==> src/rtl/boot_loader_pkg.sv <==
// What this block does
// - drop leading pad byte for odd start
// - drop trailing pad byte for even end
// - section: length word, address word, payload
// - only low 24 bits of length/address
// - payload written at consecutive rising addresses
// - zero section length ends the table
// - branch to entry point after table end
// - 0001/1001 select eeprom, 24/16-bit address
// - 1010/1011/1100 select 8/16/32-bit memory
// - 1110/1111 select serial, 16/8-bit words
// - select msb defaults high when unconnected
// - host port mode fetches no table
// - serial: pin low when ready for word
// - serial: pin high throughout programmed delay
// - serial: pin high while moving data
// - memory: low at start, high delays/end
// - eeprom: pin is chip select, low-high
// - eeprom: chip select stays low in delays
// - configuration count follows the entry point
// - port address ffff means delay cycles
// - configuration entries first, then sections
`default_nettype none
package boot_loader_pkg;
    localparam logic [3:0]  MODE_EE24     = 4'h1;
    localparam logic [3:0]  MODE_EE16     = 4'h9;
    localparam logic [3:0]  MODE_PAR8     = 4'ha;
    localparam logic [3:0]  MODE_PAR16    = 4'hb;
    localparam logic [3:0]  MODE_PAR32    = 4'hc;
    localparam logic [3:0]  MODE_HOST     = 4'hd;
    localparam logic [3:0]  MODE_SER16    = 4'he;
    localparam logic [3:0]  MODE_SER8     = 4'hf;
    localparam logic [15:0] DELAY_MARK    = 16'hffff;
    localparam int          ADDR_W        = 24;
    localparam logic [1:0]  SYNC_WAIT     = 2'h3;
    localparam logic [3:0]  SELECT_RESET  = 4'h8;

    typedef enum logic [2:0] {
        K_EEPROM = 3'h0,
        K_PAR    = 3'h1,
        K_SER    = 3'h2,
        K_HOST   = 3'h3,
        K_BAD    = 3'h4
    } kind_e;

    typedef enum logic [3:0] {
        S_START  = 4'h0,
        S_ENTRY  = 4'h1,
        S_CFGCNT = 4'h3,
        S_CFG    = 4'h2,
        S_DELAY  = 4'h6,
        S_LEN    = 4'h7,
        S_DEST   = 4'h5,
        S_DATA   = 4'h4,
        S_DONE   = 4'hc,
        S_HOST   = 4'hd,
        S_BAD    = 4'hf
    } state_e;
endpackage : boot_loader_pkg
`default_nettype wire

==> src/rtl/boot_table_loader.sv <==
`default_nettype none
module boot_table_loader (
    input  wire logic        clk,
    input  wire logic        rst,
    input  wire logic [3:0]  boot_source_select,
    input  wire logic        byte_valid,
    input  wire logic [7:0]  byte_data,
    output logic             byte_ready,
    output logic [3:0]       boot_mode,
    output logic             mem_wr,
    output logic [23:0]      mem_addr,
    output logic [7:0]       mem_data,
    output logic             port_wr,
    output logic [15:0]      port_addr,
    output logic [15:0]      port_data,
    output logic             boot_progress_pin,
    output logic             branch,
    output logic [23:0]      entry_addr,
    output logic             done
);
    // ------------------------------------------------------------
    // mode decode
    // ------------------------------------------------------------
    function automatic boot_loader_pkg::kind_e decode_kind(input logic [3:0] m);
        case (m)
            boot_loader_pkg::MODE_EE24,
            boot_loader_pkg::MODE_EE16:  decode_kind = boot_loader_pkg::K_EEPROM;
            boot_loader_pkg::MODE_PAR8,
            boot_loader_pkg::MODE_PAR16,
            boot_loader_pkg::MODE_PAR32: decode_kind = boot_loader_pkg::K_PAR;
            boot_loader_pkg::MODE_SER16,
            boot_loader_pkg::MODE_SER8:  decode_kind = boot_loader_pkg::K_SER;
            boot_loader_pkg::MODE_HOST:  decode_kind = boot_loader_pkg::K_HOST;
            default:                     decode_kind = boot_loader_pkg::K_BAD;
        endcase
    endfunction : decode_kind

    boot_loader_pkg::state_e state_r, state_nxt;
    boot_loader_pkg::kind_e  kind_r;
    logic [3:0]  sel_meta_r;
    logic [3:0]  sel_sync_r;
    logic [1:0]  wait_r;
    logic [23:0] sh_r;
    logic [1:0]  fcnt_r;
    logic [31:0] cfg_left_r;
    logic [15:0] dly_r;
    logic [23:0] len_r;
    logic [23:0] addr_r;
    logic        lead_r;
    logic        trail_r;
    logic [23:0] entry_r;
    logic        ready_nxt;
    logic        take;
    logic        last;
    logic [31:0] word;

    assign take = byte_valid && byte_ready;
    assign last = take && (fcnt_r == 2'h3);
    assign word = {sh_r, byte_data};

    // ------------------------------------------------------------
    // select pin synchroniser
    // ------------------------------------------------------------
    // msb resets high, matching the pad pull-up on an open pin
    always_ff @(posedge clk) begin
        if (rst) begin
            sel_meta_r <= boot_loader_pkg::SELECT_RESET;
            sel_sync_r <= boot_loader_pkg::SELECT_RESET;
        end else begin
            sel_meta_r <= boot_source_select;
            sel_sync_r <= sel_meta_r;
        end
    end

    // ------------------------------------------------------------
    // sequencer
    // ------------------------------------------------------------
    always_comb begin
        state_nxt = state_r;
        case (state_r)
            boot_loader_pkg::S_START:
                if (wait_r == boot_loader_pkg::SYNC_WAIT) begin
                    case (decode_kind(sel_sync_r))
                        boot_loader_pkg::K_HOST: state_nxt = boot_loader_pkg::S_HOST;
                        boot_loader_pkg::K_BAD:  state_nxt = boot_loader_pkg::S_BAD;
                        default:                 state_nxt = boot_loader_pkg::S_ENTRY;
                    endcase
                end
            boot_loader_pkg::S_ENTRY:
                if (last) state_nxt = boot_loader_pkg::S_CFGCNT;
            boot_loader_pkg::S_CFGCNT:
                if (last) state_nxt = (word == 32'h0) ? boot_loader_pkg::S_LEN : boot_loader_pkg::S_CFG;
            boot_loader_pkg::S_CFG:
                if (last) begin
                    if (word[31:16] == boot_loader_pkg::DELAY_MARK)
                        state_nxt = boot_loader_pkg::S_DELAY;
                    else if (cfg_left_r == 32'h1)
                        state_nxt = boot_loader_pkg::S_LEN;
                end
            boot_loader_pkg::S_DELAY:
                if (dly_r <= 16'h1)
                    state_nxt = (cfg_left_r == 32'h0) ? boot_loader_pkg::S_LEN : boot_loader_pkg::S_CFG;
            boot_loader_pkg::S_LEN:
                if (last) state_nxt = (word[23:0] == 24'h0) ? boot_loader_pkg::S_DONE
                                                            : boot_loader_pkg::S_DEST;
            boot_loader_pkg::S_DEST:
                if (last) state_nxt = boot_loader_pkg::S_DATA;
            boot_loader_pkg::S_DATA:
                if (take && !lead_r) begin
                    if (len_r == 24'h0) state_nxt = boot_loader_pkg::S_LEN;
                    else if (len_r == 24'h1 && !trail_r) state_nxt = boot_loader_pkg::S_LEN;
                end
            boot_loader_pkg::S_DONE: state_nxt = boot_loader_pkg::S_DONE;
            boot_loader_pkg::S_HOST: state_nxt = boot_loader_pkg::S_HOST;
            boot_loader_pkg::S_BAD:  state_nxt = boot_loader_pkg::S_BAD;
            default:                 state_nxt = boot_loader_pkg::S_BAD;
        endcase
    end

    always_comb begin
        case (state_nxt)
            boot_loader_pkg::S_ENTRY, boot_loader_pkg::S_CFGCNT, boot_loader_pkg::S_CFG,
            boot_loader_pkg::S_LEN, boot_loader_pkg::S_DEST, boot_loader_pkg::S_DATA:
                ready_nxt = !take;
            default:
                ready_nxt = 1'b0;
        endcase
    end

    always_ff @(posedge clk) begin
        if (rst) begin
            state_r    <= boot_loader_pkg::S_START;
            wait_r     <= 2'h0;
            kind_r     <= boot_loader_pkg::K_BAD;
            boot_mode  <= 4'h0;
            byte_ready <= 1'b0;
        end else begin
            state_r    <= state_nxt;
            byte_ready <= ready_nxt;
            if (state_r == boot_loader_pkg::S_START) begin
                wait_r    <= wait_r + 2'h1;
                kind_r    <= decode_kind(sel_sync_r);
                boot_mode <= sel_sync_r;
            end
        end
    end

    // ------------------------------------------------------------
    // field assembly and table walk
    // ------------------------------------------------------------
    always_ff @(posedge clk) begin
        if (rst) begin
            sh_r       <= 24'h0;
            fcnt_r     <= 2'h0;
            cfg_left_r <= 32'h0;
            dly_r      <= 16'h0;
            len_r      <= 24'h0;
            addr_r     <= 24'h0;
            lead_r     <= 1'b0;
            trail_r    <= 1'b0;
            entry_r    <= 24'h0;
        end else begin
            if (take && state_r != boot_loader_pkg::S_DATA) begin
                sh_r   <= word[23:0];
                fcnt_r <= fcnt_r + 2'h1;
            end
            if (last) begin
                case (state_r)
                    boot_loader_pkg::S_ENTRY:  entry_r <= word[23:0];
                    boot_loader_pkg::S_CFGCNT: cfg_left_r <= word;
                    boot_loader_pkg::S_CFG: begin
                        cfg_left_r <= cfg_left_r - 32'h1;
                        dly_r      <= word[15:0];
                    end
                    boot_loader_pkg::S_LEN:    len_r <= word[23:0];
                    boot_loader_pkg::S_DEST: begin
                        addr_r  <= word[23:0];
                        lead_r  <= word[0];
                        trail_r <= word[0] ^ len_r[0];
                    end
                    default: ;
                endcase
            end
            if (state_r == boot_loader_pkg::S_DELAY)
                dly_r <= dly_r - 16'h1;
            if (take && state_r == boot_loader_pkg::S_DATA) begin
                if (lead_r)
                    lead_r <= 1'b0;
                else if (len_r != 24'h0) begin
                    len_r  <= len_r - 24'h1;
                    addr_r <= addr_r + 24'h1;
                end
            end
        end
    end

    // ------------------------------------------------------------
    // write strobes and completion
    // ------------------------------------------------------------
    always_ff @(posedge clk) begin
        if (rst) begin
            mem_wr     <= 1'b0;
            mem_addr   <= 24'h0;
            mem_data   <= 8'h0;
            port_wr    <= 1'b0;
            port_addr  <= 16'h0;
            port_data  <= 16'h0;
            branch     <= 1'b0;
            entry_addr <= 24'h0;
            done       <= 1'b0;
        end else begin
            mem_wr  <= take && state_r == boot_loader_pkg::S_DATA && !lead_r && len_r != 24'h0;
            port_wr <= last && state_r == boot_loader_pkg::S_CFG && word[31:16] != boot_loader_pkg::DELAY_MARK;
            branch  <= state_nxt == boot_loader_pkg::S_DONE && state_r != boot_loader_pkg::S_DONE;
            if (take && state_r == boot_loader_pkg::S_DATA) begin
                mem_addr <= addr_r;
                mem_data <= byte_data;
            end
            if (last && state_r == boot_loader_pkg::S_CFG) begin
                port_addr <= word[31:16];
                port_data <= word[15:0];
            end
            if (state_nxt == boot_loader_pkg::S_DONE) begin
                entry_addr <= entry_r;
                done       <= 1'b1;
            end
        end
    end

    // ------------------------------------------------------------
    // progress / handshake / chip select pin
    // ------------------------------------------------------------
    always_ff @(posedge clk) begin
        if (rst)
            boot_progress_pin <= 1'b1;
        else begin
            case (state_nxt)
                boot_loader_pkg::S_START, boot_loader_pkg::S_DONE,
                boot_loader_pkg::S_HOST, boot_loader_pkg::S_BAD:
                    boot_progress_pin <= 1'b1;
                boot_loader_pkg::S_DELAY:
                    boot_progress_pin <= kind_r != boot_loader_pkg::K_EEPROM;
                default:
                    boot_progress_pin <= kind_r == boot_loader_pkg::K_SER && !ready_nxt;
            endcase
        end
    end

    // ------------------------------------------------------------
    // delay length tracking for checks
    // ------------------------------------------------------------
    // a programmed count of zero still costs one cycle
    logic [15:0] dly_want_r;
    logic [15:0] dly_seen_r;

    always_ff @(posedge clk) begin
        if (rst) begin
            dly_want_r <= 16'h0;
            dly_seen_r <= 16'h0;
        end else begin
            if (last && state_r == boot_loader_pkg::S_CFG)
                dly_want_r <= (word[15:0] == 16'h0) ? 16'h1 : word[15:0];
            dly_seen_r <= (state_r == boot_loader_pkg::S_DELAY) ? dly_seen_r + 16'h1 : 16'h0;
        end
    end
endmodule : boot_table_loader
`default_nettype wire

==> config.mk <==
export PLATFORM = sky130hd
export DESIGN_NAME = boot_table_loader
export DESIGN_NICKNAME = d
export VERILOG_FILES = /design/src/rtl/boot_loader_pkg.sv /design/src/rtl/boot_table_loader.sv
export SDC_FILE = /design/constraint.sdc
export NUM_CORES = 1
export LEC_CHECK = 0
export ABC_AREA = 1
export BUFFER_PORTS_ARGS = -buffer_cell sky130_fd_sc_hd__buf_2
export CORE_MARGIN = 10
export CORE_UTILIZATION = 50
export DETAILED_ROUTE_END_ITERATION = 16
export HOLD_SLACK_MARGIN = 0.08
export PLACE_DENSITY_LB_ADDON = 0.1
export SETUP_SLACK_MARGIN = 0.15
export SLEW_MARGIN = 0
export SYNTH_ARGS = -nofsm -noshare
export SYNTH_HDL_FRONTEND = slang
export SYNTH_SLANG_ARGS = --single-unit
export TNS_END_PERCENT = 30
==> constraint.sdc <==
create_clock -name clk -period 2.09 [get_ports clk]
set_input_delay 0 -clock clk [delete_from_list [all_inputs] [get_ports clk]]
set_output_delay 0 -clock clk [all_outputs]
set_load 0.03 [all_outputs]
==> results of run 1 <==
## cells in the mapped netlist, types with 2 or more instances
| library cell | count | share of area, % |
|---|---|---|
| a211oi_1 | 17 | 1.0 |
| a21boi_0 | 2 | 0.12 |
| nor2_2 | 10 | 0.51 |
| xnor2_1 | 12 | 0.85 |
| or2_2 | 7 | 0.35 |
| o31ai_1 | 3 | 0.18 |
| a221oi_1 | 7 | 0.50 |
| buf_1 | 2 | 0.061 |
| o21bai_1 | 5 | 0.30 |
| o22ai_1 | 14 | 0.71 |
| nand2_2 | 2 | 0.10 |
| o21ai_1 | 5 | 0.20 |
| nor2_1 | 307 | 9.3 |
| nand4_1 | 19 | 0.96 |
| nand3_1 | 52 | 2.1 |
| nor3_2 | 2 | 0.16 |
| o221ai_1 | 2 | 0.14 |
| nor3_1 | 21 | 0.85 |
| o211ai_1 | 19 | 1.2 |
| buf_2 | 10 | 0.41 |
| nand3b_1 | 4 | 0.24 |
| xor2_1 | 30 | 2.1 |
| ha_1 | 11 | 1.1 |
| nor4_1 | 3 | 0.15 |
| a31oi_1 | 25 | 1.3 |
| nand2_1 | 289 | 8.8 |
| o21ai_0 | 206 | 8.4 |
| a221o_1 | 2 | 0.16 |
| a311oi_1 | 6 | 0.43 |
| inv_1 | 143 | 4.4 |
| clkbuf_1 | 73 | 2.2 |
| inv_2 | 7 | 0.21 |
| a21oi_1 | 153 | 6.2 |
| buf_6 | 4 | 0.37 |
| dfxtp_1 | 266 | 43 |
| nor2_4 | 3 | 0.27 |
## through the flow
step	cell area (um2)	util, %
CTS	15580	64.07
finish	16190	66.59
floorplan	12350	-
global route	16190	66.59
detailed placement	14200	58.38
global placement	14200	58.38
## power by group through the flow
stage / logic (W) / clock network, W / registers (W)
3_5_place_dp: 0.00287 / 0 / 0.00571
4_1_cts: 0.00310 / 0.00546 / 0.00561
5_1_grt: 0.00361 / 0.00567 / 0.00567
2_1_floorplan: 0.00143 / 0 / 0.00606
3_3_place_gp: 0.00285 / 0 / 0.00571
6_report: 0.00333 / 0.00542 / 0.00563
## state kept, by name, indices dropped and copies added (netlist names), 3 cells and up, named ones only
register	count
sel_sync_r	4
port_data	16
cfg_left_r	32
mem_addr	24
boot_mode	4
addr_r	24
mem_data	8
entry_addr	24
len_r	24
sh_r	24
port_addr	16
state_r	4
sel_meta_r	4
kind_r	3
dly_r	16
entry_r	24
## worst max-delay path, cell delays in order (launching register included)
cell,delay (ns)
dfxtp_2,0.35
ha_4,0.13
inv_2,0.03
nor2_4,0.15
nand2_2,0.09
nand3_2,0.08
nand3b_1,0.10
nor2_1,0.13
nand2_1,0.07
nor2_2,0.12
nand4_2,0.15
nor2_4,0.16
buf_12,0.16
clkbuf_16,0.16
o21ai_0,0.08
nor2_1,0.10
## what timing repair did
item / 4_1_cts / 5_1_grt
gates resized for setup: 41 / 144
hold endpoints to repair: 103 / 0
hold buffers: 17 / 0
setup buffers: 9 / 19
pin swaps: 10 / 64
cloned: 1 / 1
setup endpoints to repair: 51 / 131
## area by class of cell
cell class / instances / area share [%]
Sequential cell: 266 / 33.05
Clock buffer: 44 / 5.385
Tap cell: 324 / 2.503
Timing Repair Buffer: 316 / 14.23
Clock inverter: 6 / 0.8035
Multi-Input combinational cell: 1243 / 40.35
Inverter: 152 / 3.678
## worst max-delay path by stage
stage | start | to | slack [ns]
CTS | addr_r[1]$_SDFF_PP0_ | addr_r[21]$_SDFF_PP0_ | 0.05
global placement | fcnt_r[0]$_SDFFE_PP0P_ | entry_addr[13]$_SDFFE_PP0N_ | 0.02
floorplan | byte_ready$_SDFF_PP0_ | entry_addr[14]$_SDFFE_PP0N_ | 0.15
finish | fcnt_r[1]$_SDFFE_PP0P_ | entry_addr[14]$_SDFFE_PP0N_ | -0.05
detailed placement | fcnt_r[0]$_SDFFE_PP0P_ | entry_addr[7]$_SDFFE_PP0N_ | -0.02
global route | fcnt_r[1]$_SDFFE_PP0P_ | entry_addr[16]$_SDFFE_PP0N_ | -0.16
## routing by layer
metal	share of wire, %	track usage [%]
met5	0	0
met4	2.6	7.005
met3	7.0	4.118
met2	47	40.02
met1	44	31.84
## cell families after synthesis
logic type / Yosys count / share of synthesized area, %
simple gates: 722 / 24.06
compound gates: 468 / 20.91
flops: 266 / 43.17
buf+inv: 242 / 7.759
xor+xnor: 42 / 2.982
fa+ha+maj: 11 / 1.116
==> out/results.tsv, run 1 <==
metric	value	unit
ys flop type	dfxtp_1	
unrepaired setup endpoints after global routing	true	
Syn Nets	1777	
H-tree Lvls	1	
DIE HEIGHT	177.1	um
antenna violations before repair	0	
FF-to-FF path depth	15	
FF-to-FF setup slack	-0.05	ns
worst hold margin	0.1750	ns
Post-Layout Cell Count	2351	
CTS Root Cell	clkbuf_16	
crit start category	flip-flop	
worst path required time	2.57	ns
arrival time at the worst endpoint	2.62	ns
worst r2r src	fcnt_r[1]$_SDFFE_PP0P_	
Inserted Diodes	0	
DRT iter0 DRCs	1257	
Int Power	0.009927	W
Post-synth ARST share	0	%
DRC violations left	0	
Starting Density	50.72	%
clock transition at the registers of the reported paths	0.07	ns
Clk Latency, worst-skew pair	0.55	ns
Clock Power Share	37.7	%
clk sinks	266	
HP Class	input pin to flip-flop	
drt pass-1 iters	5	
Core ar.	0.02432	mm2
status	finished with violations	
num rows	57	
Ys Warns	0	
CP Class	flip-flop to flip-flop	
Final ANT Viol Nets	0	
pwr/cell area	887.8	mW/mm2
hpwl dp	26.94	mm
Fmax	466.5	MHz
Yosys cell types	44	
switch share	30.95	%
Ports	113	
layout cells sized above 1	25.21	%
final setup margin	-0.05353	ns
hold_sp	boot_source_select[3]	
Overall Global Routing Usage	24.25	%
final setup TNS	-0.1735	ns
Reg-to-Reg End	entry_addr[14]$_SDFFE_PP0N_	
first-pass GRT wire length	62.37	mm
Yosys reg bits	266	
crit-path max FO	5	
CP Capture Type	flip-flop	
die width	177.1	um
dpl ws	-0.01929	ns
WL/cell	16.91	um
Final setup viols	14	
Multi-input gate area	0.006534	mm2
routability cong.	0.9651	
fin. max-slew vios	0	
via density per instance	5.392	
Pleak	7.316	nW
number of global-route vias before repair	11900	
Worst Clk Skew	0.01574	ns
Reg area	0.005353	mm2
fillers	2124	
most frequent cells in the layout	278 x nand2_1, 256 x nor2_1, 250 x dfxtp_1	
final worst path period need	2.144	ns
Syn-to-layout area delta	31.28	%
Fin. Hold Viols	0	
Gate power share	23.2	%
CTS tree	built	
Post-synth EDFFs	0	
clk buf depth	3	
max_slew headroom	60.99	%
most common cell after layout, fill and taps aside	nand2_1	
Reg power frac	39.2	%
sequential element share of the synthesized area	43.17	%
# nets final	2034	
Worst IR Drop VDD	776.9	uV
quantity of I/O buffers inserted on ports	112	
switching power	0.004450	W
fin crit share	102.6	%
max-cap violation count	0	
largest net degree at the start of global routing	113	
vias post-DR	12680	
total CTS buffers	29	
synthesized cell area	0.01234	mm2
violated checks	negative setup slack	
die area	0.03135	mm2
Placed Cells	2254	
WL final	39.76	mm
Mapped Cells	1751	
Worst-Margin Slew	0.5845	ns
Tot Pwr	0.01438	W
hold endpoint	sel_meta_r[3]$_SDFF_PP1_	
GRT overflow	0	
Synth Area per Inst	7.045	um2
worst hold stages	3	
Power figures use the tool's default switching activity.
==> inputs of run 2 (changes only) <==
--- a/config.mk
+++ b/config.mk
@@ -8,7 +8,7 @@
 export ABC_AREA = 1
 export BUFFER_PORTS_ARGS = -buffer_cell sky130_fd_sc_hd__buf_2
 export CORE_MARGIN = 10
-export CORE_UTILIZATION = 50
+export CORE_UTILIZATION = 54
 export DETAILED_ROUTE_END_ITERATION = 16
 export HOLD_SLACK_MARGIN = 0.08
 export PLACE_DENSITY_LB_ADDON = 0.1
==> out/results.tsv, run 2 (synthesized netlist as in run 1, its figures left out) <==
metric	value	unit	change
Pleak	7.442	nW	+1.7%
CP Capture Type	flip-flop		
Final setup viols	0		-14
Final ANT Viol Nets	0		unchanged
crit start category	flip-flop		
fin crit share	99.30	%	-3.3 points
layout cells sized above 1	28.41	%	+3.2 points
crit-path max FO	6		+1
worst path cell trace	nor2_2, nand2_2, nor2_4, nand2_1, o21ai_1, nand2_1, nand2_1, nand3_2, nand4_4, nor2_4, buf_12, buf_8, o21ai_0, nor2_1		
number of global-route vias before repair	12010		+0.89%
Syn-to-layout area delta	34.86	%	
dpl ws	-0.02954	ns	-0.01025 ns
Clk Latency, worst-skew pair	0.55	ns	about the same
max-cap violation count	0		unchanged
Overall Global Routing Usage	26.31	%	+2.1 points
Slowest-stage cell, CP	dfxtp_1		
WL/cell	17.70	um	+4.6%
total CTS buffers	29		unchanged
worst path required time	2.53	ns	-0.04 ns
routability cong.	0.9577		-0.77%
worst r2r src	cfg_left_r[8]$_SDFFE_PP0P_		
antenna violations before repair	0		unchanged
num rows	55		-3.5%
unrepaired setup endpoints after global routing	true		
hold_sp	boot_source_select[3]		
clock transition at the registers of the reported paths	0.06	ns	about the same
Worst path top cell family by delay	simple AND/OR/NAND/NOR gates		
die area	0.02929	mm2	-6.6%
clk sinks	266		unchanged
max FFs per register	32		unchanged
most frequent cell on the critical path	nand2_1		
# nets final	2048		+0.69%
arrival time at the worst endpoint	2.52	ns	-0.10 ns
most frequent cells in the layout	258 x nand2_1, 245 x nor2_1, 243 x dfxtp_1		
Biggest register	cfg_left_r		
pwr/cell area	874.7	mW/mm2	-1.5%
crit path launch	cfg_left_r[8]$_SDFFE_PP0P_		
most common cell after layout, fill and taps aside	nand2_1		
status	completed		
largest net degree at the start of global routing	113		unchanged
FF-to-FF path depth	14		-1
DRC violations left	0		unchanged
Inserted Diodes	0		unchanged
DIE HEIGHT	171.1	um	-3.3%
FF-to-FF setup slack	0.01	ns	+0.07 ns
Placed Cells	2207		-2.1%
Ports	113		unchanged
WL final	41.23	mm	+3.7%
WP depth	14		-1
H-tree Lvls	1		unchanged
drt pass-1 iters	5		unchanged
Fin. Hold Viols	0		unchanged
first-pass GRT wire length	62.83	mm	+0.74%
Worst IR Drop VDD	666.1	uV	-14%
CTS Root Cell	clkbuf_16		
hold endpoint	sel_meta_r[3]$_SDFF_PP1_		
CTS tree	built		
worst hold stages	3		unchanged
Reg-to-Reg End	entry_addr[13]$_SDFFE_PP0N_		
max_slew headroom	56.80	%	-4.2 points
CP Class	flip-flop to flip-flop		
final setup margin	0.01468	ns	+0.06821 ns
Worst-Margin Slew	0.6480	ns	+0.06348 ns
Fmax	481.9	MHz	+3.3%
CP bufs+invs	2		-1
Worst Clk Skew	0.01123	ns	-0.004508 ns
Post-Layout Cell Count	2330		-0.89%
die width	171.1	um	-3.3%
final worst path period need	2.075	ns	-0.06821 ns
clk buf depth	3		unchanged
Starting Density	54.65	%	+3.9 points
via density per instance	5.635		+4.5%
quantity of I/O buffers inserted on ports	112		unchanged
hpwl dp	27.12	mm	+0.70%
Core ar.	0.02257	mm2	-7.2%
HP Class	input pin to flip-flop		
fin. max-slew vios	0		unchanged
vias post-DR	13130		+3.6%
slowest stage delay, CP	0.32	ns	-0.03 ns
GRT overflow	0		unchanged
DRT iter0 DRCs	1344		+6.9%
==> run 2: cell count changes in the layout (fill, tap and decap cells not counted), moves of 11 or more <==
cell / previous run / this run
nand2_2: 12 / 31
o21ai_0: 190 / 166
o21ai_1: 10 / 25
nor2_1: 256 / 245
nand2_1: 278 / 258
==> run 2: how the worst max path moves through the flow <==
| stage | end | slack, ns |
|---|---|---|
| 3_5_place_dp | entry_addr[14]$_SDFFE_PP0N_ | -0.03 |
| 4_1_cts | entry_addr[20]$_SDFFE_PP0N_ | 0.08 |
| 6_report | entry_addr[13]$_SDFFE_PP0N_ | 0.01 |
| 5_1_grt | entry_addr[21]$_SDFFE_PP0N_ | -0.13 |
| 2_1_floorplan | entry_addr[14]$_SDFFE_PP0N_ | 0.15 |
| 3_3_place_gp | cfg_left_r[28]$_SDFFE_PP0P_ | 0.03 |
==> run 2: layout make-up <==
class	instances	area, um2
multi-input combinational	1243	6755
fill	1813	5936
sequential	266	5364
timing repair buffer	330	2560
clock buffer	38	799.5
inverter	152	604.3
tap	285	356.6
clock inverter	16	196.4
==> run 2: worst min-delay path: stages <==
cell,delay (ns)
dlygate4sd3_1,0.52
buf_2,0.09
or2_2,0.08
==> run 2: report_power, final <==
group	internal (W)	total (W)	switching, W
Sequential	0.00542	0.00566	0.000244
Combinational	0.00133	0.00354	0.00221
Clock	0.00319	0.00535	0.00216
Total	0.00993	0.0146	0.00462
==> run 2: per-layer routing <==
metal | up-vias | share of wire, % | routed length [um] | global-route usage [%]
met5 | - | 0 | 0 | 0
met1 | 6121 | 42 | 17410 | 34.86
li1 | 6359 | - | - | -
met4 | 0 | 4.1 | 1679 | 8.658
met3 | 104 | 7.9 | 3273 | 3.410
met2 | 545 | 46 | 18870 | 43.34
==> run 2: per-stage QoR <==
stage / total power [W] / util, % / hold slack, ns / TNS (ns) / instance area, um2
floorplan: 0.007491 / - / 0.1038 / 0 / 12350
global route: 0.01517 / 73.70 / 0.1856 / -2.765 / 16640
CTS: 0.01412 / 69.06 / 0.1540 / 0 / 15590
finish: 0.01455 / 73.70 / 0.1709 / 0 / 16640
global placement: 0.008584 / 62.37 / 0.1824 / 0 / 14080
detailed placement: 0.008608 / 62.37 / 0.1836 / -0.2668 / 14080
==> run 2: timing repair <==
action / 4_1_cts / 5_1_grt
gates cloned: 1 / 3
hold buffers: 17 / 0
resized for setup: 59 / 248
buffers inserted: 14 / 34
endpoints found under the hold margin: 111 / 0
pin swaps: 18 / 75
endpoints found under the setup margin: 55 / 155
==> inputs of run 3 (changes only) <==
--- a/config.mk
+++ b/config.mk
@@ -8,7 +8,7 @@
 export ABC_AREA = 1
 export BUFFER_PORTS_ARGS = -buffer_cell sky130_fd_sc_hd__buf_2
 export CORE_MARGIN = 10
-export CORE_UTILIZATION = 54
+export CORE_UTILIZATION = 60
 export DETAILED_ROUTE_END_ITERATION = 16
 export HOLD_SLACK_MARGIN = 0.08
 export PLACE_DENSITY_LB_ADDON = 0.1
==> constraint.sdc (replaced) <==
create_clock -name clk -period 2.3 [get_ports clk]
set_input_delay 0 -clock clk [delete_from_list [all_inputs] [get_ports clk]]
set_output_delay 0 -clock clk [all_outputs]
set_load 0.03 [all_outputs]
==> out/results.tsv, run 3 (synthesized netlist as in run 1, its figures left out) <==
metric	value	unit	change
switch share	31.45	%	-0.31 points
fin. max-slew vios	0		unchanged
Overall Global Routing Usage	27.75	%	+1.4 points
most frequent cell on the critical path	nor2_1		
arrival time at the worst endpoint	2.50	ns	-0.02 ns
vias post-DR	12700		-3.3%
Biggest register	cfg_left_r		
hold_sp	boot_source_select[3]		
first-pass GRT wire length	60.75	mm	-3.3%
most common cell after layout, fill and taps aside	nand2_1		
most frequent cells in the layout	281 x nand2_1, 265 x nor2_1, 249 x dfxtp_1		
Reg-to-Reg End	entry_addr[15]$_SDFFE_PP0N_		
DIE HEIGHT	163.4	um	-4.5%
Fin. Hold Viols	0		unchanged
WL/cell	17.79	um	+0.54%
DRC violations left	0		unchanged
num rows	52		-5.5%
slowest stage delay, CP	0.37	ns	+0.05 ns
worst hold margin	0.2122	ns	+0.04134 ns
Worst Clk Skew	0.01188	ns	+0.0006486 ns
antenna violations before repair	0		unchanged
Reg power frac	40.6	%	+1.7 points
die area	0.02669	mm2	-8.9%
CP Class	flip-flop to flip-flop		
largest net degree at the start of global routing	78		-31%
Worst IR Drop VDD	644.2	uV	-3.3%
final worst path period need	2.073	ns	-0.002678 ns
hold endpoint	sel_meta_r[3]$_SDFF_PP1_		
pwr/cell area	840.9	mW/mm2	-3.9%
Fmax	482.5	MHz	+0.13%
Pleak	6.727	nW	-9.6%
crit-path max FO	12		+6
worst path required time	2.73	ns	+0.20 ns
max FFs per register	32		unchanged
Ports	113		unchanged
clk sinks	266		unchanged
hpwl dp	25.93	mm	-4.4%
Syn-to-layout area delta	22.31	%	
Clock Power Share	36.5	%	-0.3 points
die width	163.4	um	-4.5%
FF-to-FF setup slack	0.23	ns	+0.21 ns
crit path launch	sh_r[14]$_SDFFE_PP0P_		
Inserted Diodes	0		unchanged
layout cells sized above 1	19.10	%	-9.3 points
crit start category	flip-flop		
wire length on met3	3.203	mm	-2.1%
Reg area	0.005351	mm2	-0.23%
FF-to-FF path depth	13		-1
routability cong.	0.9534		-0.45%
Int Power	0.008697	W	-12%
Starting Density	60.96	%	+6.3 points
via density per instance	5.781		+2.6%
CTS tree	built		
clock transition at the registers of the reported paths	0.07	ns	about the same
Final setup viols	0		unchanged
total CTS buffers	28		-3.4%
M1 WL	16.03	mm	-7.9%
H-tree Lvls	1		unchanged
final setup TNS	0	ns	unchanged
Gate power share	22.9	%	-1.4 points
fin crit share	90.11	%	-9.2 points
HP Class	input pin to flip-flop		
CP Capture Type	flip-flop		
Max Used Layer	met4		
number of global-route vias before repair	11700		-2.5%
Final ANT Viol Nets	0		unchanged
Tot Pwr	0.01269	W	-13%
status	completed		
quantity of I/O buffers inserted on ports	112		unchanged
max-cap violation count	0		unchanged
clk buf depth	3		unchanged
Worst-Margin Slew	0.8926	ns	+0.2447 ns
unrepaired setup endpoints after global routing	true		
drt pass-1 iters	7		+2
met2 wire length	18.51	mm	-1.9%
worst hold stages	3		unchanged
Clk Latency, worst-skew pair	0.54	ns	about the same
Slowest-stage cell, CP	dfxtp_1		
worst path cell trace	nor2_1, nand3_1, nor2_2, nand4_1, nand2_1, nand2_2, nor2_4, nand4_4, nor2_4, buf_6, clkinv_8, nor2_1, nor2_1		
switching power	0.003990	W	-14%
Core ar.	0.02023	mm2	-10%
max_slew headroom	40.49	%	-16 points
GRT overflow	0		unchanged
Multi-input gate area	0.006347	mm2	-6.0%
WL final	39.09	mm	-5.2%
worst r2r src	sh_r[14]$_SDFFE_PP0P_		
DRT iter0 DRCs	1132		-16%
# nets final	1934		-5.6%
CTS Root Cell	clkbuf_16		
fillers	1609		-11%
run 3: worst max path at each step:
| stage | to | slack, ns |
|---|---|---|
| floorplan | entry_addr[14]$_SDFFE_PP0N_ | 0.18 |
| global placement | dly_r[15]$_SDFFE_PP0P_ | 0.14 |
| detailed placement | entry_addr[8]$_SDFFE_PP0N_ | 0.14 |
| CTS | entry_addr[13]$_SDFFE_PP0N_ | 0.16 |
| global route | len_r[23]$_SDFF_PP0_ | 0.04 |
| finish | entry_addr[15]$_SDFFE_PP0N_ | 0.23 |
run 3: metal layers:
| layer | GRT usage [%] | vias up |
|---|---|---|
| met4 | 9.754 | 0 |
| li1 | - | 6125 |
| met2 | 46.49 | 538 |
| met3 | 4.505 | 105 |
| met1 | 35.41 | 5932 |
| met5 | 0 | - |
run 3: what timing repair did:
action / in CTS / in global routing
cloned: 1 / 3
gates resized for setup: 20 / 111
hold buffers: 17 / 0
pin swaps: 6 / 24
setup buffers: 8 / 10
setup endpoints to repair: 28 / 62
hold endpoints to repair: 74 / 0
run 3: worst max-delay path, delay by kind of cell, from the launching register on:
kind,cells,cell delay (ns)
buffers and inverters,2,0.26
DFF,1,0.37
and+or+nand+nor,11,1.31
run 3: power by group through the flow:
stage / clock network (W) / registers [W] / logic, W
4_1_cts: 0.00465 / 0.00513 / 0.00258
5_1_grt: 0.00483 / 0.00517 / 0.00313
2_1_floorplan: 0 / 0.00550 / 0.00130
3_5_place_dp: 0 / 0.00522 / 0.00241
6_report: 0.00464 / 0.00515 / 0.00290
3_3_place_gp: 0 / 0.00522 / 0.00238
run 3: through the flow:
step                instance area (um2)  util (%)  setup WS (ns)  instances
finish                            15090     74.57         0.2274       2197
global route                      15090     74.57        0.03627       2197
CTS                               14660     72.46         0.1592       2184
detailed placement                13420     66.32         0.1397       2109
global placement                  13420     66.32         0.1358       2109
floorplan                         12340         -         0.1824       1751
run 3: final cells by class:
cell class / count / area share (%)
well taps: 270 / 2.239
clock inverters: 9 / 0.7961
flip-flops and latches: 266 / 35.47
repair buffers: 216 / 10.04
repair inverters: 1 / 0.05805
clock buffers: 40 / 5.415
inverters: 152 / 3.914
multi-input cells: 1243 / 42.07
